File: src/core/sfh_defs.vh
/*
 Constants for the host-side unlock and lockdown sequencer of a serial
 flash controller. Assumes the flash controller registers sit behind a
 plain word-addressed register port with read data one cycle later.
*/
// Notes on behaviour
// - Flash ignores all but read-status while writing
// - Unlock writes zero byte via atomic cycle
// - Prefix register holds write-enable opcode
// - Menu holds write-status, type no-address write
// - First data word cleared before launch
// - Pointers select write-status and write-enable prefix
// - Set data and atomic bits, then go
// - Software sets lockdown at offset 04h
// - Program capabilities when table invalid (code writes them when the component lock bit 23 reads clear)
// - Single component uses component 0 register
`ifndef SFH_DEFS_VH
`define SFH_DEFS_VH

// -----------------------------------------------------------------
// Flash controller register offsets
// -----------------------------------------------------------------
`define SFH_DEV_LOCKDOWN     8'h04
`define SFH_DEV_OVERRIDE     8'hc4
`define SFH_DEV_SW_STATUS    8'h90
`define SFH_DEV_SW_CONTROL   8'h91
`define SFH_DEV_DATA0        8'h10
`define SFH_DEV_PREFIX       8'ha4
`define SFH_DEV_OPTYPE       8'ha6
`define SFH_DEV_OPMENU       8'ha8
`define SFH_DEV_COMP0_CAP    8'hc8

// -----------------------------------------------------------------
// Flash controller fields and opcodes
// -----------------------------------------------------------------
`define SFH_OP_WRITE_ENABLE  8'h06
`define SFH_OP_WRITE_STATUS  8'h01
`define SFH_OPTYPE_WR_NOADDR 2'h1
`define SFH_ZERO_WORD        32'h00000000
`define SFH_OVERRIDE_BIT     13
`define SFH_LOCKDOWN_BIT     15
`define SFH_COMP_LOCK_BIT    23
`define SFH_TABLE_VALID_BIT  31
`define SFH_SWS_BUSY_BIT     0
`define SFH_SWS_ERROR_BIT    3
`define SFH_SWC_GO_BIT       1
`define SFH_SWC_ATOMIC_BIT   2
`define SFH_SWC_PREFIX_BIT   3
`define SFH_SWC_COP_LSB      4
`define SFH_SWC_DBC_LSB      8
`define SFH_SWC_DATA_BIT     14

// -----------------------------------------------------------------
// Own software registers
// -----------------------------------------------------------------
`define SFH_REG_COMMAND      4'h0
`define SFH_REG_CONFIG       4'h4
`define SFH_REG_STATUS       4'h8
`define SFH_REG_LASTREAD     4'hc
`define SFH_CMD_UNLOCK_BIT   0
`define SFH_CMD_LOCK_BIT     1
`define SFH_CMD_OVERRIDE_BIT 2
`define SFH_CFG_RESET        32'h00000000

`endif

File: src/core/sfh_unlock_host.v
/*
 Host sequencer: software orders an atomic status-register unlock, a
 configuration lockdown, or an override-strap read; the block then drives
 the flash controller registers step by step.
 Assumes the controller answers reads one cycle after the read strobe and
 never stalls writes.
*/
// Implementation choices: the plain strobed port and the address map.
`include "sfh_defs.vh"

module sfh_unlock_host (
	input  wire        clk_sys,
	input  wire        rstn,
	input  wire [3:0]  swAddr,
	input  wire [31:0] swWdata,
	input  wire        swWr,
	input  wire        swRd,
	output reg  [31:0] swRdata,
	output reg  [7:0]  devAddr,
	output reg  [31:0] devWdata,
	output reg         devWr,
	output reg         devRd,
	input  wire [31:0] devRdata
);

	// -----------------------------------------------------------------
	// Steps and states
	// -----------------------------------------------------------------
	localparam [3:0] ST_PREFIX  = 4'h0;
	localparam [3:0] ST_OPTYPE  = 4'h1;
	localparam [3:0] ST_OPMENU  = 4'h2;
	localparam [3:0] ST_DATA0   = 4'h3;
	localparam [3:0] ST_LAUNCH  = 4'h4;
	localparam [3:0] ST_POLL    = 4'h5;
	localparam [3:0] ST_CAPRD   = 4'h6;
	localparam [3:0] ST_CAPWR   = 4'h7;
	localparam [3:0] ST_LOCKDN  = 4'h8;
	localparam [3:0] ST_OVRD    = 4'h9;

	localparam [1:0] FS_IDLE  = 2'h0;
	localparam [1:0] FS_ISSUE = 2'h1;
	localparam [1:0] FS_WAIT  = 2'h2;
	localparam [1:0] FS_GAP   = 2'h3;

	reg [1:0]  fsmQ;
	reg [3:0]  stepQ;
	reg [31:0] cfgQ;
	reg        busyQ;
	reg        doneQ;
	reg        errorQ;
	reg        overrideQ;
	reg        tableValidQ;
	reg [31:0] lastReadQ;
	reg        startUnlock;
	reg        startLock;
	reg        startOverride;

	// -----------------------------------------------------------------
	// Step decode
	// -----------------------------------------------------------------
	function [7:0] stepAddr;
		input [3:0] step;
		begin
			case (step)
				ST_PREFIX: stepAddr = `SFH_DEV_PREFIX;
				ST_OPTYPE: stepAddr = `SFH_DEV_OPTYPE;
				ST_OPMENU: stepAddr = `SFH_DEV_OPMENU;
				ST_DATA0:  stepAddr = `SFH_DEV_DATA0;
				ST_LAUNCH: stepAddr = `SFH_DEV_SW_CONTROL;
				ST_POLL:   stepAddr = `SFH_DEV_SW_STATUS;
				ST_CAPRD:  stepAddr = `SFH_DEV_COMP0_CAP;
				ST_CAPWR:  stepAddr = `SFH_DEV_COMP0_CAP;
				ST_LOCKDN: stepAddr = `SFH_DEV_LOCKDOWN;
				ST_OVRD:   stepAddr = `SFH_DEV_OVERRIDE;
				default:   stepAddr = 8'h00;
			endcase
		end
	endfunction

	function stepIsRead;
		input [3:0] step;
		begin
			stepIsRead = (step == ST_POLL) || (step == ST_CAPRD) || (step == ST_OVRD);
		end
	endfunction

	wire [2:0] menuIndex = cfgQ[18:16];
	wire       prefixSel = cfgQ[20];

	reg [31:0] stepWord;
	always @* begin
		stepWord = 32'h00000000;
		case (stepQ)
			ST_PREFIX: begin
				stepWord[8*prefixSel +: 8] = `SFH_OP_WRITE_ENABLE;
			end
			ST_OPTYPE: begin
				stepWord[2*menuIndex +: 2] = `SFH_OPTYPE_WR_NOADDR;
			end
			ST_OPMENU: begin
				stepWord[8*menuIndex[1:0] +: 8] = `SFH_OP_WRITE_STATUS;
			end
			ST_DATA0: begin
				stepWord = `SFH_ZERO_WORD;
			end
			ST_LAUNCH: begin
				stepWord[`SFH_SWC_COP_LSB +: 3] = menuIndex;
				stepWord[`SFH_SWC_PREFIX_BIT] = prefixSel;
				stepWord[`SFH_SWC_DBC_LSB +: 6] = 6'h00;
				stepWord[`SFH_SWC_DATA_BIT] = 1'b1;
				stepWord[`SFH_SWC_ATOMIC_BIT] = 1'b1;
				stepWord[`SFH_SWC_GO_BIT] = 1'b1;
			end
			ST_CAPWR: begin
				stepWord[15:0] = cfgQ[15:0];
				stepWord[`SFH_COMP_LOCK_BIT] = 1'b1;
			end
			ST_LOCKDN: begin
				stepWord[`SFH_LOCKDOWN_BIT] = 1'b1;
			end
			default: begin
				stepWord = 32'h00000000;
			end
		endcase
	end

	// -----------------------------------------------------------------
	// Software port
	// -----------------------------------------------------------------
	always @* begin
		startUnlock = 1'b0;
		startLock = 1'b0;
		startOverride = 1'b0;
		if (swWr && swAddr == `SFH_REG_COMMAND && !busyQ) begin
			startUnlock = swWdata[`SFH_CMD_UNLOCK_BIT];
			startLock = !swWdata[`SFH_CMD_UNLOCK_BIT] && swWdata[`SFH_CMD_LOCK_BIT];
			startOverride = !swWdata[`SFH_CMD_UNLOCK_BIT] && !swWdata[`SFH_CMD_LOCK_BIT]
				&& swWdata[`SFH_CMD_OVERRIDE_BIT];
		end
	end

	always @(posedge clk_sys or negedge rstn) begin
		if (!rstn) begin
			cfgQ <= `SFH_CFG_RESET;
			swRdata <= 32'h00000000;
		end else begin
			if (swWr && swAddr == `SFH_REG_CONFIG && !busyQ) begin
				cfgQ <= swWdata;
			end
			if (swRd) begin
				case (swAddr)
					`SFH_REG_CONFIG:   swRdata <= cfgQ;
					`SFH_REG_STATUS:   swRdata <= {27'h0, tableValidQ, overrideQ, errorQ, doneQ, busyQ};
					`SFH_REG_LASTREAD: swRdata <= lastReadQ;
					default:           swRdata <= 32'h00000000;
				endcase
			end else begin
				swRdata <= 32'h00000000;
			end
		end
	end

	// -----------------------------------------------------------------
	// Sequencer
	// -----------------------------------------------------------------
	wire doneClear = swWr && swAddr == `SFH_REG_STATUS && swWdata[1];

	always @(posedge clk_sys or negedge rstn) begin
		if (!rstn) begin
			fsmQ <= FS_IDLE;
			stepQ <= ST_PREFIX;
			busyQ <= 1'b0;
			doneQ <= 1'b0;
			errorQ <= 1'b0;
			overrideQ <= 1'b0;
			tableValidQ <= 1'b0;
			lastReadQ <= 32'h00000000;
			devAddr <= 8'h00;
			devWdata <= 32'h00000000;
			devWr <= 1'b0;
			devRd <= 1'b0;
		end else begin
			devWr <= 1'b0;
			devRd <= 1'b0;
			if (doneClear) begin
				doneQ <= 1'b0;
			end
			case (fsmQ)
				FS_IDLE: begin
					if (startUnlock || startLock || startOverride) begin
						busyQ <= 1'b1;
						errorQ <= 1'b0;
						fsmQ <= FS_ISSUE;
						stepQ <= startUnlock ? ST_PREFIX : (startLock ? ST_CAPRD : ST_OVRD);
					end
				end
				FS_ISSUE: begin
					devAddr <= stepAddr(stepQ);
					devWdata <= stepWord;
					if (stepIsRead(stepQ)) begin
						devRd <= 1'b1;
						fsmQ <= FS_GAP;
					end else begin
						devWr <= 1'b1;
						if (stepQ == ST_LAUNCH) begin
							stepQ <= ST_POLL;
						end else if (stepQ == ST_LOCKDN) begin
							fsmQ <= FS_IDLE;
							busyQ <= 1'b0;
							doneQ <= 1'b1;
						end else begin
							stepQ <= stepQ + 4'h1;
						end
					end
				end
				FS_GAP: begin
					fsmQ <= FS_WAIT;
				end
				FS_WAIT: begin
					lastReadQ <= devRdata;
					fsmQ <= FS_ISSUE;
					case (stepQ)
						ST_POLL: begin
							if (devRdata[`SFH_SWS_ERROR_BIT]) begin
								errorQ <= 1'b1;
								fsmQ <= FS_IDLE;
								busyQ <= 1'b0;
								doneQ <= 1'b1;
							end else if (!devRdata[`SFH_SWS_BUSY_BIT]) begin
								fsmQ <= FS_IDLE;
								busyQ <= 1'b0;
								doneQ <= 1'b1;
							end
						end
						ST_CAPRD: begin
							tableValidQ <= devRdata[`SFH_TABLE_VALID_BIT];
							if (devRdata[`SFH_COMP_LOCK_BIT]) begin
								stepQ <= ST_LOCKDN;
							end else begin
								stepQ <= ST_CAPWR;
							end
						end
						ST_OVRD: begin
							overrideQ <= !devRdata[`SFH_OVERRIDE_BIT];
							fsmQ <= FS_IDLE;
							busyQ <= 1'b0;
							doneQ <= 1'b1;
						end
						default: begin
							fsmQ <= FS_IDLE;
							busyQ <= 1'b0;
						end
					endcase
				end
				default: begin
					fsmQ <= FS_IDLE;
					busyQ <= 1'b0;
				end
			endcase
		end
	end

endmodule

File: config.mk
export PLATFORM = sky130hd
export DESIGN_NAME = sfh_unlock_host
export DESIGN_NICKNAME = d
export VERILOG_FILES = /design/src/core/sfh_unlock_host.v
export VERILOG_INCLUDE_DIRS = /design/src /design/src/core
export SDC_FILE = /design/constraint.sdc
export NUM_CORES = 1
export LEC_CHECK = 0
export ABC_AREA = 1
export BUFFER_PORTS_ARGS = -buffer_cell sky130_fd_sc_hd__buf_2
export CAP_MARGIN = 10
export CORE_UTILIZATION = 25
export DETAILED_ROUTE_END_ITERATION = 7
export GPL_TIMING_DRIVEN = 0
export PLACE_DENSITY = 0.46
export SETUP_SLACK_MARGIN = 0.4
export SLEW_MARGIN = 30
export SYNTH_ARGS = -nofsm -noshare
export SYNTH_HDL_FRONTEND = slang
export SYNTH_SLANG_ARGS = --single-unit
File: constraint.sdc
create_clock -name clk_sys -period 1.7 [get_ports clk_sys]
set_clock_uncertainty 0.05 [all_clocks]
set_input_delay 0.085 -clock clk_sys [delete_from_list [all_inputs] [get_ports clk_sys]]
set_output_delay 0.085 -clock clk_sys [all_outputs]
set_load 0.03 [all_outputs]
==> impl_metrics.tcl <==
set metrics [dict create \
    max_freq_mhz 623 \
    holdPathEnd "swRdata[5]" \
    antenna_left 0 \
    final.min_clock_period_ns 1.61 \
    pin_count 146 \
    worstPathCellList "buf_6 -> ha_4 -> buf_12 -> buf_4 -> clkbuf_16 -> buf_4 -> o21a_1" \
    min-delay-start "swRd" \
    holdPathStages 3 \
    viasPerCell 4.31 \
    layout-drive-gt1-share 0.405 \
    vias 5931 \
    syn_inst 742 \
    vdd_drop_max_v 0.000733 \
    slowest_delay_ns 0.40 \
    syn_to_final_growth_pct 62.3 \
    async_flop_share 1.00 \
    wl_per_cell_um 15.8 \
    dp_hpwl_mm 14.6 \
    grt_usage 0.166 \
    dr.pass1.iters 4 \
    rsz0062_at_grt "true" \
    grt_pass1_wl_mm 33.3 \
    ys_dominant_reg_cell "dfrtp_1" \
    synth_area_um2 6490 \
    drtIter0Drc 334 \
    r2r_end "lastReadQ[3]" \
    status "completed" \
    setup-violations-final 0 \
    cp.arrival_ns 1.85 \
    synth-seq-cells 142 \
    synth_top_area_cell "dfrtp_1" \
    grt.overflow.total 0 \
    finalSetupTns_ns 0 \
    critPathTopFamily "buffers and inverters" \
    crit_path_frequent_cell "buf_4" \
    cts_made_buffers 17 \
    fin_hold_ws_ns 0.0245 \
    synth.most_common_cell "nand2_1" \
    gp_congestion 0.836 \
    cpMaxStageDelayCell "dfrtp_1" \
    core_um2 25300 \
    synthTopCellsByArea "dfrtp_1 55%, nand2_1 16%, inv_1 3.7%" \
    synth_cell_types 34 \
    route.detailed.drc 0 \
    rrSetupSlack_ns 0.09 \
    reg2regPathDepth 7 \
    start_util 0.256 \
    fin_crit_sh 0.945 \
    num_rows 58 \
    slew_headroom 0.601 \
    cts.htree.levels 4 \
    clock_latency_ns 0.42 \
    path_max_fanout 5 \
    die_h_um 163 \
    netlist.area_leader.share 0.548 \
    power.density_nw_per_um2 1600 \
    die_w_um 163 \
    dieArea_um2 26600 \
    max-cap-violations 0 \
    fin_nets 1121 \
    port_buffers 138 \
    max_slew.worst_pin.slew_ns 0.599 \
    yosys-top-cells-count "281 x nand2_1, 142 x dfrtp_1, 64 x inv_1, 48 x nor2_1, 45 x a21oi_1" \
    path_clk_slew_ns 0.06 \
    hold_viol_final 0 \
    syn_area_per_cell_um2 8.75 \
    grt_pass1_vias 6099 \
    wl_mm 21.7 \
    criticalPathCategory "flip-flop to flip-flop" \
    ys_seq_area_frac 0.548 \
    nFillCells 2500 \
    start_kind "flip-flop" \
    r2r-start "fsmQ[1]" \
    cts_root_buf "clkbuf_16" \
    clock-sinks 142 \
    antenna_found_initial 3 \
    cp.required_ns 1.95 \
    min_path_type "input pin to flip-flop" \
    slew_viol_final 0 \
    cts_buffer_depth 2 \
    synth_edf_count 0 \
    cts_tree "built" \
    synth_warnings 0 \
    cp-end-kind "flip-flop" \
    power.leakage_nw 5.38 \
    crit_buf_inv 5 \
    grt_max_degree 63 \
]
==> sequential cells by signal, indices dropped and copies added (netlist names), 2 cells and up <==
| name | cells |
|---|---|
| cfgQ | 32 |
| lastReadQ | 32 |
| swRdata | 32 |
| devWdata | 25 |
| devAddr | 8 |
| stepQ | 4 |
| fsmQ | 2 |
==> worst max path at each step <==
stage	from	end	slack [ns]	cells past startpoint
2_1_floorplan	fsmQ[0]	stepQ[1]	0.22	9
3_3_place_gp	rstn	stepQ[1]	-2.05	1
3_5_place_dp	fsmQ[1]	devAddr[2]	-0.04	6
4_1_cts	stepQ[0]	stepQ[1]	0.14	8
5_1_grt	stepQ[1]	stepQ[1]	0.03	8
6_report	fsmQ[1]	lastReadQ[3]	0.09	7
==> report_power, final <==
group | leakage (nW) | internal (mW) | switching, mW
Clock | 0.305 | 2.61 | 1.46
Sequential | 1.79 | 4.44 | 0.738
Combinational | 3.28 | 3.42 | 4.18
==> metal layers <==
layer / vias up / track usage / part of all wire
li1: 2919 / - / -
met1: 2867 / 0.221 / 0.46
met2: 123 / 0.271 / 0.49
met3: 18 / 0.0348 / 0.041
met4: 4 / 0.0408 / 0.0099
met5: - / 0 / 0.0013
==> worst reg2reg max path, cell delays in order (launching register included) <==
cell and delay, ns:
dfrtp_1 0.40, buf_6 0.13, ha_4 0.17, buf_12 0.14, buf_4 0.15, clkbuf_16 0.16, buf_4 0.13, o21a_1 0.17
==> per-stage QoR <==
| step | setup WS (ns) | instance area, um^2 | util | std cells | total power [mW] |
|---|---|---|---|---|---|
| 3_3_place_gp | -2.05 | 7790 | 0.308 | 1216 | 10.1 |
| 3_5_place_dp | -0.0402 | 7860 | 0.310 | 1218 | 10.2 |
| 2_1_floorplan | 0.221 | 6690 | - | 748 | 8.59 |
| 6_report | 0.0939 | 10500 | 0.416 | 1375 | 16.9 |
| 4_1_cts | 0.138 | 9860 | 0.389 | 1353 | 15.8 |
| 5_1_grt | 0.0323 | 10500 | 0.416 | 1375 | 17.9 |
==> placed cells by master, fill, tap and decap left out, drive strengths merged <==
master       netlist  layout
nand2            284     284
buf               25     219
dfrtp            142     142
inv               68      69
dlygate4sd3        0      66
nor2              51      52
a21oi             45      45
clkbuf            10      36
nand3             28      28
o21ai             24      24
ha                17      17
mux2              16      16
nand4              8       8
conb               1       7
o211ai             6       6
o221ai             5       5
bufinv             0       4
clkinvlp           0       3
nor3               2       2
clkinv             1       2
o22ai              2       2
diode              0       1
nor3b              1       1
a31oi              1       1
or2                1       1
a21boi             1       1
a32o               1       1
a22o               1       1
o21a               1       1
==> cells by family after synthesis <==
group,synth area share
AND/OR/NAND/NOR,0.233
adder cells (fa/ha/maj),0.0328
flip-flops,0.548
buffers and inverters,0.0742
multiplexers,0.0370
AO/OA/AOI/OAI,0.0750
other,0.000578
==> layout make-up <==
cell class | instances | area [um^2] | share of cell area
buffer | 35 | 447 | 0.0424
inverter | 69 | 289 | 0.0274
sequential | 142 | 3560 | 0.338
timing repair buffer | 264 | 2070 | 0.197
clock buffer | 22 | 484 | 0.0460
antenna | 1 | 2.50 | 0.000238
tap | 330 | 413 | 0.0392
clock inverter | 9 | 156 | 0.0149
multi-input combinational | 503 | 3110 | 0.295
==> what timing repair did <==
action                                  4_1_cts  5_1_grt
endpoints found under the setup margin      110      107
buffers inserted                             34       15
hold buffers                                 66        0
cloned                                        4        6
pin swaps                                    20       33
hold endpoints to repair                    152        0
resized for setup                            99      122
Power figures use the tool's default switching activity.
